<file path="src/core/asc_consts.vh">
// Constants for the serial converter control block: fields, timing and reset values.
`ifndef ASC_CONSTS_VH
`define ASC_CONSTS_VH

// --------------------------------------------------------------------------
// Control byte field positions
// --------------------------------------------------------------------------
`define ASC_BIT_START 7
`define ASC_BIT_SEL_HI 6
`define ASC_BIT_SEL_MID 5
`define ASC_BIT_SEL_LO 4
`define ASC_BIT_POLARITY 3
`define ASC_BIT_INPUT_CFG 2
`define ASC_BIT_POWER 1
`define ASC_BIT_CONV_CLK 0

// --------------------------------------------------------------------------
// Sequencing counts on serial clock edges
// --------------------------------------------------------------------------
`define ASC_CTRL_BITS 4'd8
`define ASC_TRACK_BIT 4'd6
`define ASC_STROBE_FALLS 4'd2
`define ASC_EXT_LAST_FALL 4'd9
`define ASC_INT_MSB_FALL 2'd2

// --------------------------------------------------------------------------
// Internal conversion oscillator, derived from the core clock
// --------------------------------------------------------------------------
`define ASC_CORE_CLK_KHZ 125000
`define ASC_OSC_KHZ 400
`define ASC_OSC_DIV ((`ASC_CORE_CLK_KHZ + `ASC_OSC_KHZ - 1) / `ASC_OSC_KHZ)

// --------------------------------------------------------------------------
// Reset values
// --------------------------------------------------------------------------
// Power-up state is internal clock mode and fully operational.
`define ASC_RST_CONFIG 8'h02
`define ASC_RST_STROBE 1'b1

`endif

</file>
<file path="src/core/asc_core.v">
// Serial control, track/hold sequencing, result shifting and result FIFO of the converter.
`timescale 1ns/100ps
`default_nettype none
`include "asc_consts.vh"

// --------------------------------------------------------------------------
// Result FIFO
// --------------------------------------------------------------------------
// Flip-flop storage FIFO, valid/ready on both sides.
module asc_fifo #(
    parameter WIDTH = 8,
    parameter DEPTH = 16,
    parameter AW = 4
) (
    input wire core_clk,
    input wire arst_n,
    input wire in_valid,
    output wire in_ready,
    input wire [WIDTH-1:0] in_data,
    output wire out_valid,
    input wire out_ready,
    output wire [WIDTH-1:0] out_data
);
    reg [WIDTH-1:0] mem [0:DEPTH-1];
    reg [AW-1:0] wr_ptr;
    reg [AW-1:0] rd_ptr;
    reg [AW:0] count;
    wire push;
    wire pop;

    assign in_ready = (count != DEPTH[AW:0]);
    assign out_valid = (count != {(AW+1){1'b0}});
    assign out_data = mem[rd_ptr];
    assign push = in_valid && in_ready;
    assign pop = out_valid && out_ready;

    // Storage write; no reset needed on the data words.
    always @(posedge core_clk) begin
        if (push) begin
            mem[wr_ptr] <= in_data;
        end
    end

    // Pointers and occupancy.
    always @(posedge core_clk or negedge arst_n) begin
        if (!arst_n) begin
            wr_ptr <= {AW{1'b0}};
            rd_ptr <= {AW{1'b0}};
            count <= {(AW+1){1'b0}};
        end else begin
            if (push) begin
                wr_ptr <= (wr_ptr == DEPTH[AW-1:0] - 1'b1) ? {AW{1'b0}} : wr_ptr + 1'b1;
            end
            if (pop) begin
                rd_ptr <= (rd_ptr == DEPTH[AW-1:0] - 1'b1) ? {AW{1'b0}} : rd_ptr + 1'b1;
            end
            if (push && !pop) begin
                count <= count + 1'b1;
            end else if (pop && !push) begin
                count <= count - 1'b1;
            end
        end
    end
endmodule // asc_fifo

// --------------------------------------------------------------------------
// Converter control top
// --------------------------------------------------------------------------
module asc_core #(
    parameter FOUR_CHANNEL = 0,
    parameter FIFO_DEPTH = 16
) (
    input wire core_clk,
    input wire arst_n,
    input wire cs_n_pin,
    input wire sclk_pin,
    input wire din_pin,
    output reg dout,
    output reg dout_oe_n,
    output reg conv_strobe,
    output reg conv_strobe_oe_n,
    input wire power_pin_low,
    input wire power_pin_high,
    input wire comp_hi,
    input wire input_negative,
    output reg [7:0] sar_trial,
    output reg track,
    output reg hold,
    output reg [2:0] pos_channel,
    output reg [2:0] neg_channel,
    output reg neg_is_common,
    output reg power_down,
    output reg ref_disable,
    output reg overrun,
    output wire res_valid,
    input wire res_ready,
    output wire [7:0] res_data
);
    localparam integer OSC_DIV_FULL = `ASC_OSC_DIV;
    localparam [8:0] OSC_DIV = OSC_DIV_FULL[8:0];
    // Conversion engine states.
    localparam [1:0] CV_IDLE = 2'd0;
    localparam [1:0] CV_EXT = 2'd1;
    localparam [1:0] CV_INT = 2'd2;
    localparam [1:0] CV_PUSH = 2'd3;

    // One SAR step: keep or drop the trial bit, then try the next lower bit.
    function [7:0] sar_step;
        input [7:0] trial;
        input [2:0] idx;
        input cmp;
        reg [7:0] t;
        begin
            t = trial;
            if (!cmp) begin
                t[idx] = 1'b0;
            end
            if (idx != 3'd0) begin
                t[idx - 3'd1] = 1'b1;
            end
            sar_step = t;
        end
    endfunction

    // Channel code from the three select bits (only hi and mid when FOUR_CHANNEL); the negative side is its pair partner.
    function [2:0] chan_of;
        input hi;
        input mid;
        input lo;
        begin
            chan_of = (FOUR_CHANNEL != 0) ? {1'b0, mid, hi} : {mid, lo, hi};
        end
    endfunction

    // ----------------------------------------------------------------------
    // Pin synchronisers and edge detection
    // ----------------------------------------------------------------------
    reg [1:0] cs_meta;
    reg [1:0] sclk_meta;
    reg [1:0] din_meta;
    reg [1:0] plo_meta;
    reg [1:0] phi_meta;
    reg [1:0] cmp_meta;
    reg [1:0] neg_meta;
    reg sclk_prev;
    reg cs_prev;
    wire cs_n = cs_meta[1];
    wire din = din_meta[1];
    wire sclk_rise = sclk_meta[1] && !sclk_prev;
    wire sclk_fall = !sclk_meta[1] && sclk_prev;
    wire cs_rise = cs_n && !cs_prev;

    // Two flops per pin; only the second stage is read by logic.
    always @(posedge core_clk or negedge arst_n) begin
        if (!arst_n) begin
            cs_meta <= 2'h3;
            sclk_meta <= 2'h0;
            din_meta <= 2'h0;
            plo_meta <= 2'h0;
            phi_meta <= 2'h0;
            cmp_meta <= 2'h0;
            neg_meta <= 2'h0;
            sclk_prev <= 1'b0;
            cs_prev <= 1'b1;
        end else begin
            cs_meta <= {cs_meta[0], cs_n_pin};
            sclk_meta <= {sclk_meta[0], sclk_pin};
            din_meta <= {din_meta[0], din_pin};
            plo_meta <= {plo_meta[0], power_pin_low};
            phi_meta <= {phi_meta[0], power_pin_high};
            cmp_meta <= {cmp_meta[0], comp_hi};
            neg_meta <= {neg_meta[0], input_negative};
            sclk_prev <= sclk_meta[1];
            cs_prev <= cs_meta[1];
        end
    end

    // ----------------------------------------------------------------------
    // Internal oscillator enable
    // ----------------------------------------------------------------------
    reg [8:0] osc_cnt;
    reg osc_tick;

    // Divides the core clock down to the internal conversion rate.
    always @(posedge core_clk or negedge arst_n) begin
        if (!arst_n) begin
            osc_cnt <= 9'h000;
            osc_tick <= 1'b0;
        end else if (!hold) begin
            // Restarted at every hold, so the first decision waits a full period
            // for the comparator to settle on the first trial code.
            osc_cnt <= 9'h000;
            osc_tick <= 1'b0;
        end else begin
            osc_tick <= (osc_cnt == OSC_DIV - 9'h001);
            osc_cnt <= (osc_cnt == OSC_DIV - 9'h001) ? 9'h000 : osc_cnt + 9'h001;
        end
    end

    // ----------------------------------------------------------------------
    // Control byte receiver, track/hold and conversion sequencing
    // ----------------------------------------------------------------------
    reg [7:0] rx_sr;
    reg [3:0] rx_cnt;
    reg rx_armed;
    reg [7:0] config_q;
    reg [1:0] cv_state;
    reg [3:0] ext_fall;
    reg [2:0] bit_idx;
    reg neg_flag;
    reg [7:0] result;
    reg [7:0] out_sr;
    reg [1:0] msb_wait;
    reg out_wait;
    reg push_valid;
    wire push_ready;
    wire ext_mode = config_q[`ASC_BIT_CONV_CLK];
    wire unipolar = config_q[`ASC_BIT_POLARITY];
    wire tri_level_power_pin = plo_meta[1];
    wire decide_now = (cv_state == CV_EXT) && sclk_fall && (ext_fall >= `ASC_STROBE_FALLS - 4'd1);
    // polarity and clamp
    // Result bit as presented: two's complement in bipolar, zero for negative unipolar input.
    wire out_bit = (unipolar && neg_flag) ? 1'b0 :
                   ((!unipolar && bit_idx == 3'd7) ? !cmp_meta[1] : cmp_meta[1]);
    wire [7:0] final_code = (unipolar && neg_flag) ? 8'h00 :
                            (unipolar ? sar_step(sar_trial, 3'd0, cmp_meta[1]) :
                             sar_step(sar_trial, 3'd0, cmp_meta[1]) ^ 8'h80);

    // Main sequencer: receiver and external conversion advance on synchronised serial clock edges, internal conversion on the oscillator enable.
    always @(posedge core_clk or negedge arst_n) begin
        if (!arst_n) begin
            rx_sr <= 8'h00;
            rx_cnt <= 4'h0;
            rx_armed <= 1'b1;
            config_q <= `ASC_RST_CONFIG;
            cv_state <= CV_IDLE;
            ext_fall <= 4'h0;
            bit_idx <= 3'h7;
            neg_flag <= 1'b0;
            result <= 8'h00;
            out_sr <= 8'h00;
            msb_wait <= 2'h0;
            out_wait <= 1'b0;
            push_valid <= 1'b0;
            sar_trial <= 8'h80;
            track <= 1'b0;
            hold <= 1'b0;
            pos_channel <= 3'h0;
            neg_channel <= 3'h0;
            neg_is_common <= 1'b1;
            dout <= 1'b0;
            conv_strobe <= `ASC_RST_STROBE;
            overrun <= 1'b0;
        end else if (tri_level_power_pin) begin
            rx_cnt <= 4'h0;
            rx_armed <= 1'b1;
            cv_state <= CV_IDLE;
            track <= 1'b0;
            hold <= 1'b0;
            push_valid <= 1'b0;
        end else begin
            if (push_valid && push_ready) begin
                push_valid <= 1'b0;
            end
            if (cs_rise) begin
                rx_cnt <= 4'h0;
                rx_armed <= 1'b1;
                track <= 1'b0;
                if (cv_state == CV_EXT) begin
                    cv_state <= CV_IDLE;
                    hold <= 1'b0;
                end
            end
            if (sclk_rise && !cs_n) begin
                if (rx_cnt == 4'h0) begin
                    if (din && rx_armed) begin
                        rx_sr <= 8'h01;
                        rx_cnt <= 4'h1;
                        rx_armed <= 1'b0;
                    end
                end else if (rx_cnt != `ASC_CTRL_BITS) begin
                    rx_sr <= {rx_sr[6:0], din};
                    rx_cnt <= rx_cnt + 4'h1;
                    if (rx_cnt == `ASC_CTRL_BITS - 4'h1) begin
                        config_q <= {rx_sr[6:0], din};
                    end
                end
            end
            if (sclk_fall && !cs_n) begin
                if (rx_cnt == `ASC_TRACK_BIT) begin
                    track <= 1'b1;
                    hold <= 1'b0;
                    pos_channel <= chan_of(rx_sr[`ASC_BIT_SEL_HI - 2],
                                           rx_sr[`ASC_BIT_SEL_MID - 2],
                                           rx_sr[`ASC_BIT_SEL_LO - 2]);
                    neg_channel <= chan_of(rx_sr[`ASC_BIT_SEL_HI - 2],
                                           rx_sr[`ASC_BIT_SEL_MID - 2],
                                           rx_sr[`ASC_BIT_SEL_LO - 2]) ^ 3'h1;
                    neg_is_common <= rx_sr[0];
                end
                if (rx_cnt == `ASC_CTRL_BITS) begin
                    rx_cnt <= 4'h0;
                    track <= 1'b0;
                    hold <= 1'b1;
                    neg_flag <= neg_meta[1];
                    sar_trial <= 8'h80;
                    bit_idx <= 3'h7;
                    ext_fall <= 4'h0;
                    msb_wait <= 2'h0;
                    out_wait <= 1'b0;
                    // clock source; strobe high; strobe low
                    if (config_q[`ASC_BIT_CONV_CLK]) begin
                        cv_state <= CV_EXT;
                        conv_strobe <= 1'b1;
                    end else begin
                        cv_state <= CV_INT;
                        conv_strobe <= 1'b0;
                    end
                end
            end
            // External mode: one decision per serial fall after the strobe pulse.
            if ((cv_state == CV_EXT) && sclk_fall && !(rx_cnt == `ASC_CTRL_BITS && !cs_n)) begin
                ext_fall <= ext_fall + 4'h1;
                if (ext_fall == `ASC_STROBE_FALLS - 4'd1) begin
                    conv_strobe <= 1'b0;
                end
                if (decide_now) begin
                    dout <= out_bit;
                    sar_trial <= sar_step(sar_trial, bit_idx, cmp_meta[1]);
                    bit_idx <= bit_idx - 3'h1;
                    if (bit_idx == 3'h7) begin
                        rx_armed <= 1'b1;
                    end
                    if (ext_fall == `ASC_EXT_LAST_FALL - 4'd1) begin
                        result <= final_code;
                        cv_state <= CV_IDLE;
                        hold <= 1'b0;
                        push_valid <= 1'b1;
                        // No way to stall the host's clock, so a result arriving while one still waits for room is flagged.
                        overrun <= overrun | (push_valid && !push_ready);
                    end
                end
            end else if ((cv_state != CV_EXT) && sclk_fall && !cs_n && !out_wait) begin
                if (msb_wait == 2'h0) begin
                    dout <= out_sr[7];
                    out_sr <= {out_sr[6:0], 1'b0};
                end else begin
                    msb_wait <= msb_wait - 2'h1;
                    if (msb_wait == 2'h1) begin
                        dout <= out_sr[7];
                        out_sr <= {out_sr[6:0], 1'b0};
                        rx_armed <= 1'b1;
                    end
                end
            end
            // Internal mode: decisions paced by the oscillator enable.
            if ((cv_state == CV_INT) && osc_tick && !(sclk_fall && rx_cnt == `ASC_CTRL_BITS)) begin
                sar_trial <= sar_step(sar_trial, bit_idx, cmp_meta[1]);
                bit_idx <= bit_idx - 3'h1;
                if (bit_idx == 3'h0) begin
                    result <= final_code;
                    hold <= 1'b0;
                    cv_state <= CV_PUSH;
                end
            end
            // Completion waits for FIFO room, so back-pressure holds the strobe low.
            if ((cv_state == CV_PUSH) && !push_valid) begin
                if (push_ready) begin
                    push_valid <= 1'b1;
                    conv_strobe <= 1'b1;
                    out_sr <= result;
                    msb_wait <= `ASC_INT_MSB_FALL;
                    out_wait <= 1'b0;
                    cv_state <= CV_IDLE;
                end
            end
        end
    end

    // ----------------------------------------------------------------------
    // Output enables and power state
    // ----------------------------------------------------------------------
    // Enables are low while driving; registered so the pins stay glitch free.
    always @(posedge core_clk or negedge arst_n) begin
        if (!arst_n) begin
            dout_oe_n <= 1'b1;
            conv_strobe_oe_n <= 1'b0;
            power_down <= 1'b0;
            ref_disable <= 1'b0;
        end else begin
            dout_oe_n <= cs_n;
            conv_strobe_oe_n <= cs_n && ext_mode;
            power_down <= tri_level_power_pin || !config_q[`ASC_BIT_POWER];
            ref_disable <= phi_meta[1] && !tri_level_power_pin;
        end
    end

    // ----------------------------------------------------------------------
    // Result FIFO toward the user side
    // ----------------------------------------------------------------------
    asc_fifo #(
        .WIDTH(8),
        .DEPTH(FIFO_DEPTH),
        .AW(4)
    ) u_fifo (
        .core_clk(core_clk),
        .arst_n(arst_n),
        .in_valid(push_valid),
        .in_ready(push_ready),
        .in_data(result),
        .out_valid(res_valid),
        .out_ready(res_ready),
        .out_data(res_data)
    );
endmodule // asc_core
`default_nettype wire

</file>
<file path="config.mk">
export PLATFORM = sky130hd
export DESIGN_NAME = asc_core
export DESIGN_NICKNAME = d
export VERILOG_FILES = /design/src/core/asc_core.v
export VERILOG_INCLUDE_DIRS = /design/src /design/src/core
export SDC_FILE = /design/constraint.sdc
export NUM_CORES = 1
export LEC_CHECK = 0
export BUFFER_PORTS_ARGS = -buffer_cell sky130_fd_sc_hd__buf_2
export CORE_UTILIZATION = 40
export DETAILED_ROUTE_END_ITERATION = 16
export PLACE_DENSITY = 0.6
export SYNTH_ARGS = -nofsm -noshare
export SYNTH_HDL_FRONTEND = slang
export SYNTH_SLANG_ARGS = --single-unit
</file>
<file path="constraint.sdc">
create_clock -name core_clk -period 6.2 [get_ports core_clk]
set_input_delay 0.62 -clock core_clk [delete_from_list [all_inputs] [get_ports core_clk]]
set_output_delay 0.62 -clock core_clk [all_outputs]
set_load 0.02 [all_outputs]
</file>
==> summary.txt, run 1 <==
Critical path
  – Crit path cell chain: mux4_2 > mux4_2 > buf_2
  – Crit path max fanout: 37
  – Required time of the critical path: 5.58 ns
  – CP delay by family, top: flip-flops
  – Critical-path top delay cell: dfrtp_2
  – Max incr delay on CP: 1.13 ns
  – Crit path top cell by count: mux4_2
  – R2R Setup Slk: 3.17 ns
  – Crit path kind: reg -> out
  – Crit path capture type: output port
  – Critical path arrival: 2.95 ns
  – Worst setup SP type: flip-flop
  – Crit path buffers/inverters: 1

Global routing
  – Vias in the first global route: 6192
  – Initial antenna violation count: 0
  – Total Routing Usage GR: 17.1%
  – Gr ovfl total: 0
  – Largest net degree at the start of global routing: 71
  – First-pass GRT wire length: 34100 µm

Layout
  – Layout area overhead: 14.3%
  – Layout net count: 741
  – FILL cells: 2082
  – Diode count: 0
  – Fin cells: 1053
  – Layout cell share with drive strength beyond 1: 22.6%

Synth
  – Register bit total from synthesis: 231
  – Ys flop type: edfxtp_1
  – Synth area leaders: edfxtp_1, dfrtp_1, mux4_2
  – Yosys top cell area share: 38.7%
  – Top cells by count, synth: edfxtp_1, dfrtp_1, mux4_2
  – Seq/Total Area, Yosys: 64.7%
  – Cell taking the most area after synthesis: edfxtp_1
  – Syn nets: 694
  – Syn_area_per_cell: 15.0 µm²
  – Netlist cell types: 69
  – Async S/R FF share, synth: 44.6%
  – Post-synth EDFFs: 128
  – Mapped Cells: 662
  – Mapped Area: 9940 µm²
  – Synth Warn #: 0
  – Top-count cell post-synth: edfxtp_1

CTS
  – Post-cts resize count: 0
  – Reg clk slew, reported paths: 0.06 ns
  – Clock tree buffer depth: 3
  – Skew-Pair Late Insertion Delay: 0.53 ns
  – H-tree levels: 1
  – Setup Fix Bufs, Post-CTS: 0
  – CTS tree: built
  – Clk sink count: 231
  – Total CTS buffers: 26
  – Root buf cell: clkbuf_16
  – Post-cts hold buffer count: 0

Timing
  – Rel. slew slack: 22.4%
  – Max frequency: 280 MHz
  – Worst Max-Slew Pin Slew: 1.16 ns
  – Final TNS setup: 0 ns
  – Min Tclk post-route: 3.57 ns
  – Final Skew: 0.0150 ns
  – Final setup viols: 0
  – RSZ-0062 raised after global routing: false
  – Final max-slew violation count: 0
  – Worst Hold Slack: 0.0354 ns
  – Fin crit share: 57.5%
  – Final hold violations: 0
  – Fin worst setup slack: 2.63 ns

Power and ir drop
  – Pwr Density: 285 nW/µm²
  – Net Switching: 643 µW
  – Sequential power share: 50.1%
  – Logic pwr share: 1.3%
  – Clock Power Share: 48.6%
  – Sw frac: 19.8%
  – VDD IR max: 0.219 mV
  – LEAKAGE: 0.00396 µW
  – Cell Int Power: 2600 µW

Detailed routing
  – DR pass1 iterations: 5
  – Drt drc: 0
  – Via count: 5811
  – Iter 0 DRT Violations: 419
  – Detail Route Antenna Nets: 0
  – WL/cell: 20.1 µm
  – Final wirelength: 21200 µm
  – DR vias/cell: 5.52

Flow run
  – Max-cap viol count: 0

Run status
  – Outcome: completed

Min path
  – HP Class: in -> async

Floorplan
  – Core Box Area: 24300 µm²
  – Initial Util: 40.9%
  – Die W: 160 µm
  – IO Pins: 43
  – Die area: 25500 µm²
  – Row count: 57
  – Die Ht: 160 µm

Place
  – Pre-CTS WS: 3.08 ns
  – Cell Count Post-Placement: 1005
  – Number of buffers added on ports: 42
  – Gpl congestion: 0.830
  – Post-DP HPWL: 13700 µm
[sequential cells by signal (all words and copies together) (netlist names), 2 cells and up]
register	flops
din_meta	2
out_sr	8
ext_fall	4
config_q	3
bit_idx	3
u_fifo.wr_ptr	4
pos_channel	3
rx_sr	5
msb_wait	2
u_fifo.count	5
cv_state	2
sar_trial	8
cmp_meta	2
phi_meta	2
rx_cnt	4
neg_meta	2
osc_cnt	9
result	8
sclk_meta	2
u_fifo.mem	128
plo_meta	2
u_fifo.rd_ptr	4
cs_meta	2
[worst paths after layout]
check | startpoint | cells past startpoint | endpoint
min in group core_clk | power_pin_high | 1 | phi_meta[0]
setup reg to reg | u_fifo.count[0] | 9 | u_fifo.count[4]
max in group asynchronous | arst_n | 2 | u_fifo.rd_ptr[0]
hold reg to reg | din_meta[0] | 0 | din_meta[1]
hold / removal | arst_n | 1 | sclk_meta[0]
setup / recovery | u_fifo.rd_ptr[0] | 3 | res_data[4]
[cells by family after synthesis]
kind of cell,synth area share [%]
flip-flops,64.7
AND/OR/NAND/NOR,9.89
adder cells (fa/ha/maj),2.84
XOR/XNOR,1.41
multiplexers,11.5
AO/OA/AOI/OAI,7.26
buffers and inverters,2.35
[stage by stage]
| stage | util, % | cell area, µm² | power, µW |
|---|---|---|---|
| after detailed placement | 43.1 | 10500 | 1700 |
| after CTS | 46.8 | 11400 | 3270 |
| final | 46.8 | 11400 | 3240 |
| after floorplan | - | 9940 | 1670 |
| after global placement | 43.1 | 10500 | 1700 |
| after global routing | 46.8 | 11400 | 3340 |
[metal layers]
layer | GRT usage (%) | vias to the layer above | part of all wire, % | routed length [µm]
met5 | 0 | - | 0 | 0
met2 | 28.6 | 159 | 49 | 10500
met3 | 2.94 | 39 | 4.5 | 950
li1 | - | 2633 | - | -
met4 | 5.86 | 0 | 2.7 | 575
met1 | 22.6 | 2980 | 43 | 9190
[layout make-up]
| cell class | instances | area [µm²] | share of cell area (%) |
|---|---|---|---|
| clock inverter | 10 | 145 | 1.28 |
| clock buffer | 38 | 756 | 6.65 |
| timing repair buffer | 46 | 243 | 2.13 |
| multi-input combinational | 376 | 3280 | 28.9 |
| sequential | 231 | 6440 | 56.6 |
| tap | 324 | 405 | 3.57 |
| inverter | 28 | 105 | 0.924 |
[cells in the final DEF, fill, tap and decap left out, types with 7 or more instances in the layout]
master and n:
a21oi_1 27, a221o_1 7, and3_1 16, buf_2 41
clkbuf_16 26, dfrtp_1 91, dfstp_2 11, edfxtp_1 128
ha_1 21, inv_1 28, mux2_2 12, mux2i_1 7
mux4_2 40, nand2_1 29, nand2b_1 7, nand3_1 16
nor2_1 35, nor2b_1 15, nor3_1 12, o21ai_0 15
o32ai_1 8, xnor2_1 9, xor2_1 7
[power groups by stage]
stage	logic, µW	clock network, µW	registers, µW
floorplan	17.8	0	1650
global placement	41.2	0	1660
detailed placement	42.0	0	1660
CTS	42.1	1600	1630
global route	46.9	1670	1630
finish	40.9	1580	1630
(Power assumes the default switching activity.)
==> run 2, diff against run 1 <==
- clock period: 6.2 -> 3.57 ns (I/O delays scaled with it)
==> run 2 against run 1 <==
  * Critical path depth rose by 1
  * Final area rose by 0.30%
  * Sequential cell count did not move
  * Via count fell by 1.0%
  * Utilization rose by 0.14 points
  * Total power rose by 66%
  * Routed wire length fell by 5.1%
  * Worst hold slack improved by 0.11 ns
  * Combinational power rose by 84%
  * Cell count rose by 0.85%
  * Worst setup slack got worse by 2.0 ns
  * Register-to-register slack got worse by 2.5 ns
==> summary.txt, run 2 (synthesis results as in run 1) <==
Floorplan
  – IO Pins: 43 (unchanged)
  – Die W: 160 µm (unchanged)
  – Core Box Area: 24300 µm² (unchanged)
  – Row count: 57 (unchanged)
  – Initial Util: 40.9% (unchanged)
  – Die Ht: 160 µm (unchanged)
  – Die area: 25500 µm² (unchanged)

Global routing
  – Gr ovfl total: 0 (unchanged)
  – Total Routing Usage GR: 16.4% (was 17.1%)
  – Initial antenna violation count: 0 (unchanged)
  – Largest net degree at the start of global routing: 66 (was 71)
  – First-pass GRT wire length: 33300 µm (was 34100 µm)
  – Vias in the first global route: 6039 (was 6192)

Detailed routing
  – Detail Route Antenna Nets: 0 (unchanged)
  – DR vias/cell: 5.42 (was 5.52)
  – Iter 0 DRT Violations: 458 (was 419)
  – DR pass1 iterations: 5 (unchanged)
  – Final wirelength: 20100 µm (was 21200 µm)
  – Drt drc: 0 (unchanged)
  – Via count: 5752 (was 5811)
  – WL/cell: 18.9 µm (was 20.1 µm)

Layout
  – Layout cell share with drive strength beyond 1: 22.2% (was 22.6%)
  – Fin cells: 1062 (was 1053)
  – Layout net count: 751 (was 741)
  – Max FFs per register: 128 (unchanged)
  – Top Registers: u_fifo.mem x128, osc_cnt x9 (unchanged)
  – Highest-count cells in the layout ignoring fill and taps: edfxtp_1, dfrtp_1, buf_2 (unchanged)
  – Diode count: 0 (unchanged)
  – Commonest non-fill, non-tap cell in the layout: edfxtp_1 (unchanged)
  – Biggest register: u_fifo.mem (unchanged)
  – Layout area overhead: 14.7% (was 14.3%)

Power and ir drop
  – VDD IR max: 0.367 mV (was 0.219 mV)
  – Cell Int Power: 4290 µW (was 2600 µW)
  – LEAKAGE: 0.00397 µW (was 0.00396 µW)
  – Net Switching: 1110 µW (was 643 µW)
  – Clock Power Share: 46.2% (was 48.6%)
  – Sequential power share: 52.4% (was 50.1%)
  – Pwr Density: 473 nW/µm² (was 285 nW/µm²)
  – Logic pwr share: 1.4% (was 1.3%)
  – Sw frac: 20.5% (was 19.8%)

Min path
  – HP Class: in -> reg (was in -> async)

CTS
  – H-tree levels: 1 (unchanged)
  – Clk sink count: 231 (unchanged)
  – CTS tree: built (unchanged)
  – Skew-Pair Late Insertion Delay: 0.52 ns (was 0.53 ns)
  – Root buf cell: clkbuf_16 (unchanged)
  – Setup Fix Bufs, Post-CTS: 0 (unchanged)
  – Total CTS buffers: 25 (was 26)
  – Clock tree buffer depth: 3 (unchanged)
  – Reg clk slew, reported paths: 0.06 ns (about the same)

Critical path
  – Critical path arrival: 2.62 ns (was 2.95 ns)
  – Required time of the critical path: 3.21 ns (was 5.58 ns)
  – Crit path max fanout: 24 (was 37)
  – Crit path capture type: output port (unchanged)
  – Crit path kind: reg -> out (unchanged)
  – Worst setup SP type: flip-flop (unchanged)

Timing
  – Rel. slew slack: 39.8% (was 22.4%)
  – Fin crit share: 83.3%
  – Final Skew: 0.0165 ns (was 0.0150 ns)
  – Final TNS setup: 0 ns (unchanged)
  – Min Tclk post-route: 2.98 ns
  – Worst Max-Slew Pin Slew: 0.899 ns (was 1.16 ns)
  – Final hold violations: 0 (unchanged)
  – Final setup viols: 0 (unchanged)
  – RSZ-0062 raised after global routing: false (unchanged)
  – Max frequency: 336 MHz
  – Fin worst setup slack: 0.595 ns (was 2.63 ns)
  – Final max-slew violation count: 0 (unchanged)

Place
  – Cell Count Post-Placement: 1008 (was 1005)
  – Gpl congestion: 0.832 (was 0.830)
  – Post-DP HPWL: 13300 µm (was 13700 µm)
  – Number of buffers added on ports: 42 (unchanged)
  – Pre-CTS WS: 0.709 ns (was 3.08 ns)

Flow run
  – Max-cap viol count: 0 (unchanged)

Run status
  – Outcome: completed (unchanged)
[run 2: area by class of cell]
type / instances / area (µm²)
Clock buffer: 32 / 692
Clock inverter: 14 / 120
Fill cell: 2090 / 12900
Inverter: 28 / 105
Multi-Input combinational cell: 376 / 3280
Sequential cell: 231 / 6440
Tap cell: 324 / 405
Timing Repair Buffer: 57 / 370
[run 2: worst paths after layout]
kind / from / end / slack (ns) / cells after the start
max reg2reg: u_fifo.count[1] / u_fifo.count[4] / 0.69 / 10
min reg2reg: sclk_meta[0] / sclk_meta[1] / 0.35 / 0
min in group asynchronous: arst_n / din_meta[0] / 0.50 / 2
min: res_ready / u_fifo.rd_ptr[2] / 0.15 / 3
max: u_fifo.rd_ptr[0] / res_data[2] / 0.59 / 4
max in group asynchronous: arst_n / conv_strobe / 2.33 / 3
[run 2: critical path, cell delays in order (launching register included)]
cell and delay, ns:
dfrtp_2 0.62, buf_12 0.27, mux4_2 0.55, mux4_2 0.48, buf_2 0.17
[run 2: timing repair]
item | CTS | global route
hold buffers | 8 | 0
setup endpoints to repair | 0 | 0
resized for setup | 0 | 0
hold endpoints to repair | 56 | 0
[run 2: power groups by stage]
| stage | sequential (µW) | clock, µW | combinational (µW) |
|---|---|---|---|
| global route | 2830 | 2660 | 87.0 |
| global placement | 2880 | 0 | 69.4 |
| floorplan | 2870 | 0 | 30.9 |
| finish | 2830 | 2490 | 75.3 |
| CTS | 2830 | 2550 | 78.1 |
| detailed placement | 2880 | 0 | 71.4 |
[run 2: per-layer routing]
metal | global-route usage (%) | vias to the layer above | wire length (µm) | share of wire [%]
li1 | - | 2646 | - | -
met1 | 22.4 | 2947 | 8770 | 44
met2 | 27.7 | 135 | 9990 | 50
met3 | 2.83 | 24 | 1090 | 5.4
met4 | 3.37 | 0 | 259 | 1.3
met5 | 0 | - | 0 | 0
[run 2: through the flow]
stage | power (µW) | util [%] | hold slack (ns) | cell area [µm²]
floorplan | 2900 | - | 0.0614 | 9940
global placement | 2950 | 43.2 | 0.334 | 10500
detailed placement | 2950 | 43.2 | 0.335 | 10500
CTS | 5460 | 46.9 | 0.131 | 11400
global route | 5570 | 46.9 | 0.168 | 11400
finish | 5400 | 46.9 | 0.147 | 11400
==> run 3, diff against run 2 <==
- clock period: 3.57 -> 3.09 ns (I/O delays scaled with it)
==> run 3 against run 2 <==
  * Routed wire length fell by 1.2%
  * Total power rose by 9.7%
  * Sequential share of layout area rose by 0.55 points
  * Sequential cell count did not move
  * First-iteration DRC count fell by 1.5%
  * Worst setup slack got worse by 0.42 ns
  * Worst hold slack got worse by 0.055 ns
==> summary.txt, run 3 (synthesis results as in run 1) <==
Layout
  – Biggest register: u_fifo.mem (unchanged)
  – Commonest non-fill, non-tap cell in the layout: edfxtp_1 (unchanged)
  – Fin cells: 1062 (unchanged)
  – Highest-count cells in the layout ignoring fill and taps: edfxtp_1, dfrtp_1, buf_2 (unchanged)
  – Layout area overhead: 13.6% (was 14.7%)
  – FILL cells: 2132 (was 2090)
  – Max FFs per register: 128 (unchanged)
  – Util after Layout: 46.4% (was 46.9%)
  – Diode count: 0 (unchanged)
  – Top Registers: u_fifo.mem x128, osc_cnt x9 (unchanged)
  – Layout cell share with drive strength beyond 1: 21.7% (was 22.2%)
  – Layout net count: 752 (was 751)

CTS
  – Reg clk slew, reported paths: 0.06 ns (about the same)
  – CTS tree: built (unchanged)
  – Clk sink count: 231 (unchanged)
  – Skew-Pair Late Insertion Delay: 0.52 ns (about the same)
  – Root buf cell: clkbuf_16 (unchanged)
  – Clock tree buffer depth: 3 (unchanged)
  – Total CTS buffers: 24 (was 25)
  – H-tree levels: 1 (unchanged)

Floorplan
  – Die W: 160 µm (unchanged)
  – Die Ht: 160 µm (unchanged)
  – Core Box Area: 24300 µm² (unchanged)
  – Die area: 25500 µm² (unchanged)
  – IO Pins: 43 (unchanged)
  – Row count: 57 (unchanged)
  – Initial Util: 40.9% (unchanged)

Timing
  – Min Tclk post-route: 2.91 ns
  – Fin crit share: 94.2%
  – Final Skew: 0.0113 ns (was 0.0165 ns)
  – Rel. slew slack: 35.2% (was 39.8%)
  – Worst Hold Slack: 0.0926 ns (was 0.147 ns)
  – Final setup viols: 0 (unchanged)
  – Final max-slew violation count: 0 (unchanged)
  – Worst Max-Slew Pin Slew: 0.972 ns (was 0.899 ns)
  – Final hold violations: 0 (unchanged)
  – RSZ-0062 raised after global routing: false (unchanged)
  – Max frequency: 344 MHz
  – Final TNS setup: 0 ns (unchanged)

Detailed routing
  – DR pass1 iterations: 5 (unchanged)
  – Via count: 5730 (was 5752)
  – Detail Route Antenna Nets: 0 (unchanged)
  – Drt drc: 0 (unchanged)
  – Final wirelength: 19900 µm (was 20100 µm)
  – Iter 0 DRT Violations: 451 (was 458)
  – WL/cell: 18.7 µm (was 18.9 µm)
  – DR vias/cell: 5.40 (was 5.42)

Critical path
  – Crit path max fanout: 5 (was 24)
  – Crit path kind: reg -> reg (was reg -> out)
  – Critical path arrival: 3.35 ns (was 2.62 ns)
  – Reg2reg path depth: 10 (unchanged)
  – CP startpoint: u_fifo.count[1] (was u_fifo.rd_ptr[0])
  – Crit path capture type: flip-flop (was output port)
  – Worst r2r src: u_fifo.count[1] (unchanged)
  – Worst setup SP type: flip-flop (unchanged)
  – Required time of the critical path: 3.53 ns (was 3.21 ns)

Global routing
  – Gr ovfl total: 0 (unchanged)
  – Vias in the first global route: 6062 (was 6039)
  – First-pass GRT wire length: 32700 µm (was 33300 µm)
  – Largest net degree at the start of global routing: 78 (was 66)
  – Total Routing Usage GR: 16.1% (was 16.4%)
  – Initial antenna violation count: 0 (unchanged)

Power and ir drop
  – LEAKAGE: 0.00393 µW (was 0.00397 µW)
  – Pwr Density: 524 nW/µm² (was 473 nW/µm²)
  – VDD IR max: 0.353 mV (was 0.367 mV)

Min path
  – Hold path start: res_ready (unchanged)
  – HP Class: in -> reg (unchanged)
  – Hold Path Stages: 3 (unchanged)

Run status
  – Outcome: completed (unchanged)

Place
  – Gpl congestion: 0.797 (was 0.832)
  – Cell Count Post-Placement: 1010 (was 1008)
  – Post-DP HPWL: 13500 µm (was 13300 µm)
  – Number of buffers added on ports: 42 (unchanged)

Flow run
  – Max-cap viol count: 0 (unchanged)
==> run 3: changes by cell type in the layout (fill, tap and decap cells not counted), sizes merged <==
| cell | change |
|---|---|
| clkinv | +4 |
| bufinv | -1 |
| clkinvlp | -1 |
| buf | +2 |
| inv | -1 |
| clkbuf | -3 |
==> run 3: final timing paths <==
path,endpoint,slack [ns]
max in group asynchronous,neg_is_common,1.77
min in group asynchronous,osc_cnt[1],0.49
min reg2reg,plo_meta[1],0.35
max reg2reg,u_fifo.count[4],0.18
min,u_fifo.rd_ptr[2],0.09
max,u_fifo.count[4],0.18
==> run 3: routing by layer <==
metal  wire length (µm)  up-vias  GRT usage, %
met5                  0        -             0
met4                427        0          4.33
met3                910       33          2.39
met2              10200      149          28.1
met1               8310     2890          20.9
li1                   -     2658             -
==> run 3: critical path, stage by stage (launching register included) <==
cell,delay [ns]
dfrtp_1,0.44
or3_1,0.40
or3_1,0.35
nand2_1,0.15
ha_1,0.18
inv_1,0.11
fa_1,0.42
a21o_1,0.18
a21oi_1,0.18
mux2i_1,0.26
xnor2_1,0.15
==> run 3: through the flow <==
stage	setup WS [ns]	area [µm²]	power [µW]
2_1_floorplan	0.317	9940	3350
3_3_place_gp	0.350	10500	3410
3_5_place_dp	0.197	10500	3410
4_1_cts	0.168	11300	5990
5_1_grt	0.0702	11300	6130
6_report	0.179	11300	5920
==> run 3: cell type report <==
| type | instances | area, µm² | share of cell area [%] |
|---|---|---|---|
| inverters | 28 | 105 | 0.931 |
| clock buffers | 29 | 619 | 5.48 |
| clock inverters | 15 | 80.1 | 0.709 |
| well taps | 324 | 405 | 3.59 |
| flip-flops and latches | 231 | 6440 | 57.0 |
| multi-input cells | 376 | 3280 | 29.0 |
| repair buffers | 59 | 373 | 3.30 |
==> run 3: power breakdown <==
part	switching [µW]	total (µW)	leakage, µW	internal (µW)
clock	1140	2570	0.000343	1430
combinational	63.7	92.2	0.00134	28.5
sequential	13.0	3260	0.00224	3250
==> run 3: timing repair <==
item                                   CTS  global route
hold buffers                             8             0
setup buffers                            0             0
endpoints found under the hold margin   22             0
gates resized for setup                  0             0
